--- config.mk ---
export PLATFORM = sky130hd
export DESIGN_NAME = uie_in_ctrl
export DESIGN_NICKNAME = d
export VERILOG_FILES = /design/src/core/uie_fifo.v /design/src/core/uie_view.v /design/src/core/uie_in_ctrl.v
export VERILOG_INCLUDE_DIRS = /design/src /design/src/pkg
export SDC_FILE = /design/constraint.sdc
export NUM_CORES = 1
export LEC_CHECK = 0
export ABC_AREA = 0
export BUFFER_PORTS_ARGS = -buffer_cell sky130_fd_sc_hd__buf_4
export CORE_MARGIN = 4
export CORE_UTILIZATION = 45
export CTS_CLUSTER_SIZE = 40
export DETAILED_ROUTE_END_ITERATION = 7
export PLACE_DENSITY_LB_ADDON = 0.25
export SETUP_SLACK_MARGIN = 0.05
export SLEW_MARGIN = 20
export SYNTH_ARGS = -nofsm -noshare
export SYNTH_HDL_FRONTEND = slang
export SYNTH_SLANG_ARGS = --single-unit
--- constraint.sdc ---
create_clock -name clk -period 3.75 [get_ports clk]
set_clock_uncertainty 0.15 [all_clocks]
set_input_delay 0.375 -clock clk [delete_from_list [all_inputs] [get_ports clk]]
set_output_delay 0.375 -clock clk [all_outputs]
set_load 0.02 [all_outputs]
--- src/pkg/uie_regs.vh ---
// Bit positions, reset values and sizes for the IN endpoint control block.
// Assumes inclusion by plain Verilog-2005 design files only.
`ifndef UIE_REGS_VH
`define UIE_REGS_VH
`define UIE_LOW_PKT_READY   0
`define UIE_LOW_FIFO_NE     1
`define UIE_LOW_UNDERRUN    2
`define UIE_LOW_FLUSH       3
`define UIE_LOW_SEND_STALL  4
`define UIE_LOW_SENT_STALL  5
`define UIE_LOW_CLR_TOGGLE  6
`define UIE_HIGH_DBUF       7
`define UIE_HIGH_ISO        6
`define UIE_HIGH_DIR_SEL    5
`define UIE_HIGH_FORCE_TGL  3
`define UIE_HIGH_SPLIT      2
`define UIE_CTRL_RESET      8'h00
`define UIE_FIFO_DEPTH      8
`define UIE_FIFO_WIDTH      9
`endif

--- src/core/uie_fifo.v ---
// Byte FIFO for one IN endpoint; each word is {last, data}.
// Assumes one clock; clear empties it at once and wins over a push.
`timescale 1ns/1ps
module uie_fifo #(
   parameter WIDTH = 9,
   parameter DEPTH = 8,
   parameter AW    = 3
) (
   input  wire             clk,
   input  wire             rst,
   input  wire             clear,
   input  wire             inValid,
   output wire             inReady,
   input  wire [WIDTH-1:0] inData,
   output wire             outValid,
   input  wire             outReady,
   output reg  [WIDTH-1:0] outData
);
   reg [WIDTH-1:0] mem [0:DEPTH-1];
   reg [AW-1:0]    wrPtr;
   reg [AW-1:0]    rdPtr;
   reg [AW:0]      count;
   reg             headValid;
   wire            push;
   wire            load;

   // The head word sits in a register so the reader sees flop outputs.
   // It still takes one of the DEPTH places, so the FIFO never holds more than DEPTH words.
   assign inReady  = ((count + {{AW{1'b0}}, headValid}) < DEPTH);
   assign outValid = headValid;
   assign push     = inValid && inReady;
   assign load     = (count != 0) && (!headValid || outReady);

   always @(posedge clk) begin
      if (push) begin
         mem[wrPtr] <= inData;
      end
   end

   always @(posedge clk or posedge rst) begin
      if (rst) begin
         wrPtr     <= {AW{1'b0}};
         rdPtr     <= {AW{1'b0}};
         count     <= {(AW+1){1'b0}};
         headValid <= 1'b0;
         outData   <= {WIDTH{1'b0}};
      end else if (clear) begin
         wrPtr     <= {AW{1'b0}};
         rdPtr     <= {AW{1'b0}};
         count     <= {(AW+1){1'b0}};
         headValid <= 1'b0;
      end else begin
         if (push) begin
            wrPtr <= (wrPtr == DEPTH - 1) ? {AW{1'b0}} : wrPtr + 1'b1;
         end
         if (load) begin
            outData   <= mem[rdPtr];
            headValid <= 1'b1;
            rdPtr     <= (rdPtr == DEPTH - 1) ? {AW{1'b0}} : rdPtr + 1'b1;
         end else if (outReady) begin
            headValid <= 1'b0;
         end
         count <= count + {{AW{1'b0}}, push} - {{AW{1'b0}}, load};
      end
   end
endmodule

--- src/core/uie_view.v ---
// Read-back selector: shows one endpoint's control bytes chosen by the index.
// Assumes packed inputs, endpoint 1 in the low byte; index 0 reads as zero.
`timescale 1ns/1ps
`include "uie_regs.vh"
module uie_view (
   input  wire        clk,
   input  wire        rst,
   input  wire [1:0]  index,
   input  wire [23:0] lowAll,
   input  wire [23:0] highAll,
   output reg  [7:0]  lowOut,
   output reg  [7:0]  highOut
);
   function [7:0] pickByte;
      input [23:0] all;
      input [1:0]  idx;
      begin
         case (idx)
            2'h1:    pickByte = all[7:0];
            2'h2:    pickByte = all[15:8];
            2'h3:    pickByte = all[23:16];
            default: pickByte = 8'h00;
         endcase
      end
   endfunction

   always @(posedge clk or posedge rst) begin
      if (rst) begin
         lowOut  <= `UIE_CTRL_RESET;
         highOut <= `UIE_CTRL_RESET;
      end else begin
         lowOut  <= pickByte(lowAll, index);
         highOut <= pickByte(highAll, index);
      end
   end
endmodule

--- src/core/uie_in_ctrl.v ---
// IN side control for endpoints 1 to 3: control bits, packet slots, token answers.
// Assumes a packet engine that serialises tx* and reports host handshakes.
//
// How it works
// - Read-back shows only the endpoint chosen by the index.
// - Split mode set gives the endpoint both IN and OUT pipes.
// - Split clear: direction select picks IN or OUT alone.
// - High control bit 6 selects isochronous; clear means bulk/interrupt.
// - Bulk and interrupt IN share one identical behaviour.
// - Interrupt on sent packet, flush of non-empty FIFO, or STALL.
// - IN token with packet ready sends it, clears ready, interrupts.
// - Ready set with no bytes loaded sends a zero-length packet.
// - Send-stall set answers every bulk/interrupt IN with STALL.
// - Each STALL interrupts and sets sent-stall; firmware clears it.
// - Packet ready clears itself whenever a packet slot is free.
// - Double buffered: first load clears ready without an interrupt.
// - Force toggle flips data toggle after every bulk/interrupt packet.
// - Without force, toggle flips only on host ACK.
// - Isochronous token with nothing ready sends zero-length, sets underrun.
// - Iso update holds newly loaded packets until next start-of-frame.
`timescale 1ns/1ps
`include "uie_regs.vh"
module uie_in_ctrl #(
   parameter DEPTH = `UIE_FIFO_DEPTH
) (
   input  wire       clk,
   input  wire       rst,
   input  wire [1:0] fwIndex,
   input  wire       fwLowWr,
   input  wire       fwHighWr,
   input  wire [7:0] fwWrData,
   output wire [7:0] fwLowRd,
   output wire [7:0] fwHighRd,
   input  wire       fwDataValid,
   input  wire [7:0] fwData,
   input  wire       fwDataLast,
   output wire       fwDataReady,
   input  wire       isoUpdate,
   input  wire       sof,
   input  wire       tokenIn,
   input  wire [1:0] tokenEp,
   input  wire       hostAck,
   input  wire       hostTimeout,
   output reg        txStart,
   output reg        txZeroLen,
   output reg        txStall,
   output reg        txNak,
   output reg        txToggle,
   output wire       txValid,
   output wire [7:0] txData,
   output wire       txLast,
   input  wire       txReady,
   output reg  [2:0] epInIrq,
   output wire [2:0] epInEnabled,
   output wire [2:0] epOutEnabled
);
   localparam S_IDLE = 2'h0;
   localparam S_SEND = 2'h1;
   localparam S_HS   = 2'h2;

   reg  [1:0]  state;
   reg  [1:0]  curEp;
   reg  [3:1]  dbuf, iso, direction_select, forceTgl, split;
   reg  [3:1]  pktReady, sendStall, sentStall, underrun, toggle, pending;
   reg  [1:0]  pktCnt [1:3];
   reg  [1:0]  held   [1:3];
   reg  [1:0]  zq     [1:3];
   reg  [1:0]  next_pktCnt [1:3];
   reg  [1:0]  next_held   [1:3];
   reg  [1:0]  next_zq     [1:3];
   reg  [3:1]  next_pktReady, next_sentStall, next_underrun, next_toggle, next_pending;
   reg  [3:1]  next_irq;
   reg  [3:1]  commit, flush, done, stallEvt, underEvt;
   reg  [1:0]  pos;
   wire [27:1] fifoOut;
   wire [3:1]  fifoOutValid, fifoInReady, fifoPush, fifoPop;
   wire [23:0] lowAll, highAll;
   wire [8:0]  curWord;
   wire        tokOk;
   wire        avail;
   integer     e;
   integer     k;
   integer     r;

   function [1:0] slotsOf;
      input db;
      begin
         slotsOf = db ? 2'h2 : 2'h1;
      end
   endfunction

   function [8:0] pickWord;
      input [26:0] all;
      input [1:0]  ep;
      begin
         case (ep)
            2'h1:    pickWord = all[8:0];
            2'h2:    pickWord = all[17:9];
            2'h3:    pickWord = all[26:18];
            default: pickWord = 9'h000;
         endcase
      end
   endfunction

   genvar g;
   generate
      for (g = 1; g <= 3; g = g + 1) begin : ep
         assign fifoPush[g] = fwDataValid && (fwIndex == g) && fifoInReady[g];
         assign fifoPop[g]  = txReady && (state == S_SEND) && (curEp == g);
         uie_fifo #(
            .WIDTH (`UIE_FIFO_WIDTH),
            .DEPTH (DEPTH),
            .AW    (3)
         ) u_fifo (
            .clk      (clk),
            .rst      (rst),
            .clear    (flush[g]),
            .inValid  (fwDataValid && (fwIndex == g)),
            .inReady  (fifoInReady[g]),
            .inData   ({fwDataLast, fwData}),
            .outValid (fifoOutValid[g]),
            .outReady (fifoPop[g]),
            .outData  (fifoOut[g*9 -: 9])
         );
         assign lowAll[g*8-1 -: 8]  = {2'b00, sentStall[g], sendStall[g], 1'b0, underrun[g],
                                       (pktCnt[g] != 2'h0), pktReady[g]};
         assign highAll[g*8-1 -: 8] = {dbuf[g], iso[g], direction_select[g], 1'b0, forceTgl[g], split[g], 2'b00};
         assign epInEnabled[g-1]  = split[g] | direction_select[g];
         assign epOutEnabled[g-1] = split[g] | ~direction_select[g];
      end
   endgenerate

   uie_view u_view (
      .clk     (clk),
      .rst     (rst),
      .index   (fwIndex),
      .lowAll  (lowAll),
      .highAll (highAll),
      .lowOut  (fwLowRd),
      .highOut (fwHighRd)
   );

   assign fwDataReady = (fwIndex != 2'h0) && fifoInReady[fwIndex];
   assign curWord     = pickWord(fifoOut, curEp);
   assign txValid     = (state == S_SEND) && fifoOutValid[curEp];
   assign txData      = curWord[7:0];
   assign txLast      = curWord[8];
   assign tokOk       = tokenIn && (tokenEp != 2'h0) && epInEnabled[tokenEp - 2'h1];
   // Withheld packets are the newest ones, so only the older ones may go out.
   assign avail       = (pktCnt[tokenEp] > held[tokenEp]);

   // Events seen by the per-endpoint bookkeeping below.
   always @* begin
      commit   = 3'b000;
      flush    = 3'b000;
      done     = 3'b000;
      stallEvt = 3'b000;
      underEvt = 3'b000;
      for (k = 1; k <= 3; k = k + 1) begin
         commit[k] = fwLowWr && (fwIndex == k) && fwWrData[`UIE_LOW_PKT_READY];
         flush[k]  = fwLowWr && (fwIndex == k) && fwWrData[`UIE_LOW_FLUSH];
         if (state == S_HS && curEp == k && (iso[k] || hostAck || hostTimeout)) begin
            done[k] = 1'b1;
         end
         if (state == S_IDLE && tokOk && tokenEp == k) begin
            stallEvt[k] = sendStall[k] && !iso[k];
            underEvt[k] = !(sendStall[k] && !iso[k]) && !avail;
         end
      end
   end

   always @* begin
      pos = 2'h0;
      for (e = 1; e <= 3; e = e + 1) begin
         next_pktCnt[e]    = pktCnt[e];
         next_held[e]      = held[e];
         next_zq[e]        = zq[e];
         next_pending[e]   = pending[e] | fifoPush[e];
         next_sentStall[e] = sentStall[e];
         next_underrun[e]  = underrun[e];
         next_toggle[e]    = toggle[e];
         next_irq[e]       = done[e] | stallEvt[e];
         if (fwLowWr && fwIndex == e) begin
            // Firmware can only clear these three flags.
            if (!fwWrData[`UIE_LOW_SENT_STALL]) next_sentStall[e] = 1'b0;
            if (!fwWrData[`UIE_LOW_UNDERRUN]) next_underrun[e] = 1'b0;
            if (fwWrData[`UIE_LOW_CLR_TOGGLE]) next_toggle[e] = 1'b0;
         end
         if (done[e]) begin
            next_pktCnt[e] = pktCnt[e] - 2'h1;
            next_zq[e]     = {1'b0, zq[e][1]};
            if (!iso[e] && (forceTgl[e] || hostAck)) begin
               next_toggle[e] = ~toggle[e];
            end
         end
         if (commit[e] && next_pktCnt[e] < slotsOf(dbuf[e])) begin
            pos                 = next_pktCnt[e];
            next_zq[e][pos[0]]  = !pending[e];
            next_pktCnt[e]      = next_pktCnt[e] + 2'h1;
            next_pending[e]     = 1'b0;
            if (isoUpdate && iso[e]) begin
               next_held[e] = held[e] + 2'h1;
            end
         end
         if (sof) begin
            next_held[e] = 2'h0;
         end
         if (flush[e]) begin
            next_irq[e]     = next_irq[e] | (pktCnt[e] != 2'h0) | fifoOutValid[e] | pending[e];
            next_pktCnt[e]  = 2'h0;
            next_held[e]    = 2'h0;
            next_zq[e]      = 2'h0;
            next_pending[e] = 1'b0;
         end
         // Hardware events are applied last so they win over a firmware clear.
         if (stallEvt[e]) next_sentStall[e] = 1'b1;
         if (underEvt[e]) next_underrun[e] = 1'b1;
         // Ready reads as one only while every slot is taken, so a double
         // buffered first load clears it without an interrupt.
         next_pktReady[e] = (next_pktCnt[e] >= slotsOf(dbuf[e]));
      end
   end

   always @(posedge clk or posedge rst) begin
      if (rst) begin
         for (r = 1; r <= 3; r = r + 1) begin
            pktCnt[r] <= 2'h0;
            held[r]   <= 2'h0;
            zq[r]     <= 2'h0;
         end
         pktReady  <= 3'b000;
         sendStall <= 3'b000;
         sentStall <= 3'b000;
         underrun  <= 3'b000;
         toggle    <= 3'b000;
         pending   <= 3'b000;
         dbuf      <= 3'b000;
         iso       <= 3'b000;
         direction_select    <= 3'b000;
         forceTgl  <= 3'b000;
         split     <= 3'b000;
         epInIrq   <= 3'b000;
      end else begin
         for (r = 1; r <= 3; r = r + 1) begin
            pktCnt[r] <= next_pktCnt[r];
            held[r]   <= next_held[r];
            zq[r]     <= next_zq[r];
            if (fwLowWr && fwIndex == r) begin
               sendStall[r] <= fwWrData[`UIE_LOW_SEND_STALL];
            end
            if (fwHighWr && fwIndex == r) begin
               dbuf[r]     <= fwWrData[`UIE_HIGH_DBUF];
               iso[r]      <= fwWrData[`UIE_HIGH_ISO];
               direction_select[r]   <= fwWrData[`UIE_HIGH_DIR_SEL];
               forceTgl[r] <= fwWrData[`UIE_HIGH_FORCE_TGL];
               split[r]    <= fwWrData[`UIE_HIGH_SPLIT];
            end
         end
         pktReady  <= next_pktReady;
         sentStall <= next_sentStall;
         underrun  <= next_underrun;
         toggle    <= next_toggle;
         pending   <= next_pending;
         epInIrq   <= next_irq;
      end
   end

   // Token answer sequencer; one token is served at a time.
   always @(posedge clk or posedge rst) begin
      if (rst) begin
         state     <= S_IDLE;
         curEp     <= 2'h1;
         txStart   <= 1'b0;
         txZeroLen <= 1'b0;
         txStall   <= 1'b0;
         txNak     <= 1'b0;
         txToggle  <= 1'b0;
      end else begin
         txStart   <= 1'b0;
         txZeroLen <= 1'b0;
         txStall   <= 1'b0;
         txNak     <= 1'b0;
         case (state)
            S_IDLE: begin
               if (tokOk) begin
                  curEp    <= tokenEp;
                  txToggle <= toggle[tokenEp];
                  if (sendStall[tokenEp] && !iso[tokenEp]) begin
                     txStall <= 1'b1;
                  end else if (avail) begin
                     txStart   <= 1'b1;
                     txZeroLen <= zq[tokenEp][0];
                     state     <= zq[tokenEp][0] ? S_HS : S_SEND;
                  end else if (iso[tokenEp]) begin
                     txStart   <= 1'b1;
                     txZeroLen <= 1'b1;
                  end else begin
                     txNak <= 1'b1;
                  end
               end
            end
            S_SEND: begin
               if (txValid && txReady && txLast) begin
                  state <= S_HS;
               end
            end
            S_HS: begin
               if (iso[curEp] || hostAck || hostTimeout) begin
                  state <= S_IDLE;
               end
            end
            default: begin
               state <= S_IDLE;
            end
         endcase
      end
   end
endmodule

==> summary.txt <==
count leader, synth - edfxtp_1
Worst Path Required - 4.02 ns
worst r2r src - curEp[0]
Crit path largest cell delay - 0.54 ns
crit path kind - register to register
hold path cells - 3
min cycle time layout - 3.42 ns
mean post-synth cell area - 14.3 µm²
Placer Congestion - 0.866
ys async rst share - 38.1%
GR Util met1 - 25.7%
crit-path cells - buf_4, nand2b_1, nor3_4, nor2_1, a21oi_1, ha_1, nand3b_1, a2111oi_4, or3_1, xnor2_1, nand2_1, ha_1, nand2b_1, a21o_1
met3 Usage GRT - 3.02%
slew margin rel. - 35.3%
Slew Limit Fails - 0
diodes inserted - 0
HPWL Detailed - 23300 µm
dpl ws - 0.318 ns
Max Cap Viol - 0
RSZ-0062 raised after global routing - no
DR WL/cell - 20.5 µm
clock slew at the register clock pins of the worst setup and hold paths - 0.06 ns
cells after synthesis - 1106
CTS buffer count - 37
largest area contributor in the netlist - edfxtp_1
Initial Util - 45.7%
HP Start - sof
clock tree root driver cell - clkbuf_16
aggregate global-route resource usage - 18.2%
clk_lat worst skew - 0.53 ns
Final Non-Filler Cells - 1702
Post-route DRC - 0
critical path's slowest cell - dfstp_2
core area - 34500 µm²
Hold Crit Class - primary input to register
port bufs - 65
most used routing layer - met2
WP depth - 14
register area share after synthesis - 62.2%
pwr dens - 690 nW/µm²
leakage power - 7.00 nW
Die Width - 195 µm
DRT iter0 DRCs - 539
Crit. Startpoint - curEp[0]
Layout area overhead - 16.8%
total power - 0.0127 W
Clock H-tree levels - 2
slew of the pin with the lowest slew margin - 0.970 ns
status - completed
Clock Sinks - 349
antenna violations before repair - 0
post-CTS setup buffer count - 0
routed vias/inst - 5.52
total gr overflow - 0
post-synthesis cell area - 15800 µm²
Die Area - 38100 µm²
Final setup violation count - 0
Pre-Repair DR Iteration Count - 5
Synth top area share - 41.1%
nets - 1304
most frequent cells after synthesis - edfxtp_1 (216), dfrtp_1 (132), nand2_1 (95)
crit path DAT - 3.69 ns
Tcrit/Tclk final - 91.3%
crit-path leading delay family - simple AND/OR/NAND/NOR gates
share of layout cells above drive strength 1 - 23.0%
peak supply drop - 0.520 mV
# rows - 68
first-pass GRT wire length - 54800 µm
largest net degree at the start of global routing - 134
Buf/Inv on CP - 1
worst-path fanout max - 18
CTS tree - done
met2 Use GR - 29.7%
R2R depth - 14
DP Cell Count - 1626
Synth cell types - 64
DRT Wirelength - 34800 µm
Routed Antenna Nets - 0
#FFs+latches synth - 349
Top FF cell, synth - edfxtp_1
setup ws final - 0.327 ns
number of global-route vias before repair - 9458
Die H - 195 µm
# IOs - 73
Post-synth EDFFs - 216
Post-Route Setup TNS - 0 ns
Synth warnings - 0
Critical Path Sink Type - register
Max Freq - 292 MHz
ranking of synthesized cells by area - edfxtp_1 (41%), dfrtp_1 (21%), mux4_2 (7.7%), ha_1 (4.0%), mux2i_1 (3.0%)
Fin. Hold Viols - 0
CP startpoint kind - register
Vias - 9398
clock tree buffer depth - 3
==> repair_timing <==
| action | in CTS | in global routing |
|---|---|---|
| hold endpoints to repair | 155 | 0 |
| resized for setup | 0 | 2 |
| hold buffers | 8 | 0 |
| endpoints found under the setup margin | 0 | 2 |
==> area by class of cell <==
cell class              instances  area (µm²)
repair buffers                114         888
clock buffers                  41         982
inverters                      37         143
fillers                      2863       16100
well taps                     455         569
clock inverters                27         393
flip-flops and latches        349        9820
multi-input cells             679        5650
==> power by group <==
group          switching (W)  total [W]  internal [W]
combinational        0.00168    0.00335       0.00168
clock                0.00153    0.00406       0.00253
sequential          0.000670    0.00531       0.00464
==> per-stage QoR <==
stage	util [%]	cell area [µm²]	hold slack [ns]
finish	53.4	18400	0.0594
floorplan	-	15800	0.292
global route	53.4	18400	0.0485
detailed placement	49.1	17000	0.316
global placement	49.1	17000	0.307
CTS	53.3	18400	0.0373
==> path summary, 6_finish.rpt <==
| check | slack [ns] | to |
|---|---|---|
| worst min-delay path | 0.06 | held[0] |
| worst max-delay path | 0.33 | pktReady[2] |
| max in group asynchronous | 2.34 | ep[3].u_fifo.count[3] |
| min in group asynchronous | 0.37 | u_view.highOut[2] |
| worst min register to register | 0.32 | ep[2].u_fifo.outData[6] |
| worst max register to register | 0.33 | pktReady[2] |
==> cell usage in the layout, fill, tap and decap left out, drive strengths merged, types with 41 or more instances in the layout <==
| cell | count |
|---|---|
| ha | 51 |
| nor2 | 53 |
| o21ai | 72 |
| mux4 | 54 |
| edfxtp | 216 |
| nand2 | 95 |
| buf | 106 |
| mux2i | 48 |
| clkbuf | 41 |
| dfrtp | 132 |
==> registers in the layout, indices dropped and copies added, names as in the netlist, 5 cells and up <==
signal             flops
u_view.highOut         5
ep.u_fifo.wrPtr        9
u_view.lowOut          5
ep.u_fifo.outData     27
held                   6
zq                     6
ep.u_fifo.mem        216
pktCnt                 6
ep.u_fifo.count       12
ep.u_fifo.rdPtr        9
==> logic make-up (layout without fill, tap and decap cells) <==
kind of cell    count (synthesis)  in the layout  synth area share, %
fa+ha+maj                      54             54                 4.42
other cells                     1              6               0.0238
flops                         349            349                 62.2
buf+inv                        83            219                 2.22
xor+xnor                       17             17                0.943
mux                           139            139                 13.4
compound gates                166            166                 6.87
simple gates                  297            297                 9.94
==> metal layers <==
layer  up-vias  wire, µm
li1       4401         -
met1      4736     15600
met2       207     16800
met3        54      1550
met4         0       802
met5         -         0
==> worst register-to-register path, cell delays in order (launching register included) <==
cell and delay [ns]:
dfstp_2 0.54, buf_4 0.24, nand2b_1 0.22, nor3_4 0.08, nor2_1 0.10, a21oi_1 0.05, ha_1 0.17, nand3b_1 0.30
a2111oi_4 0.40, or3_1 0.23, xnor2_1 0.16, nand2_1 0.08, ha_1 0.28, nand2b_1 0.14, a21o_1 0.17
(Power assumes the default switching activity.)
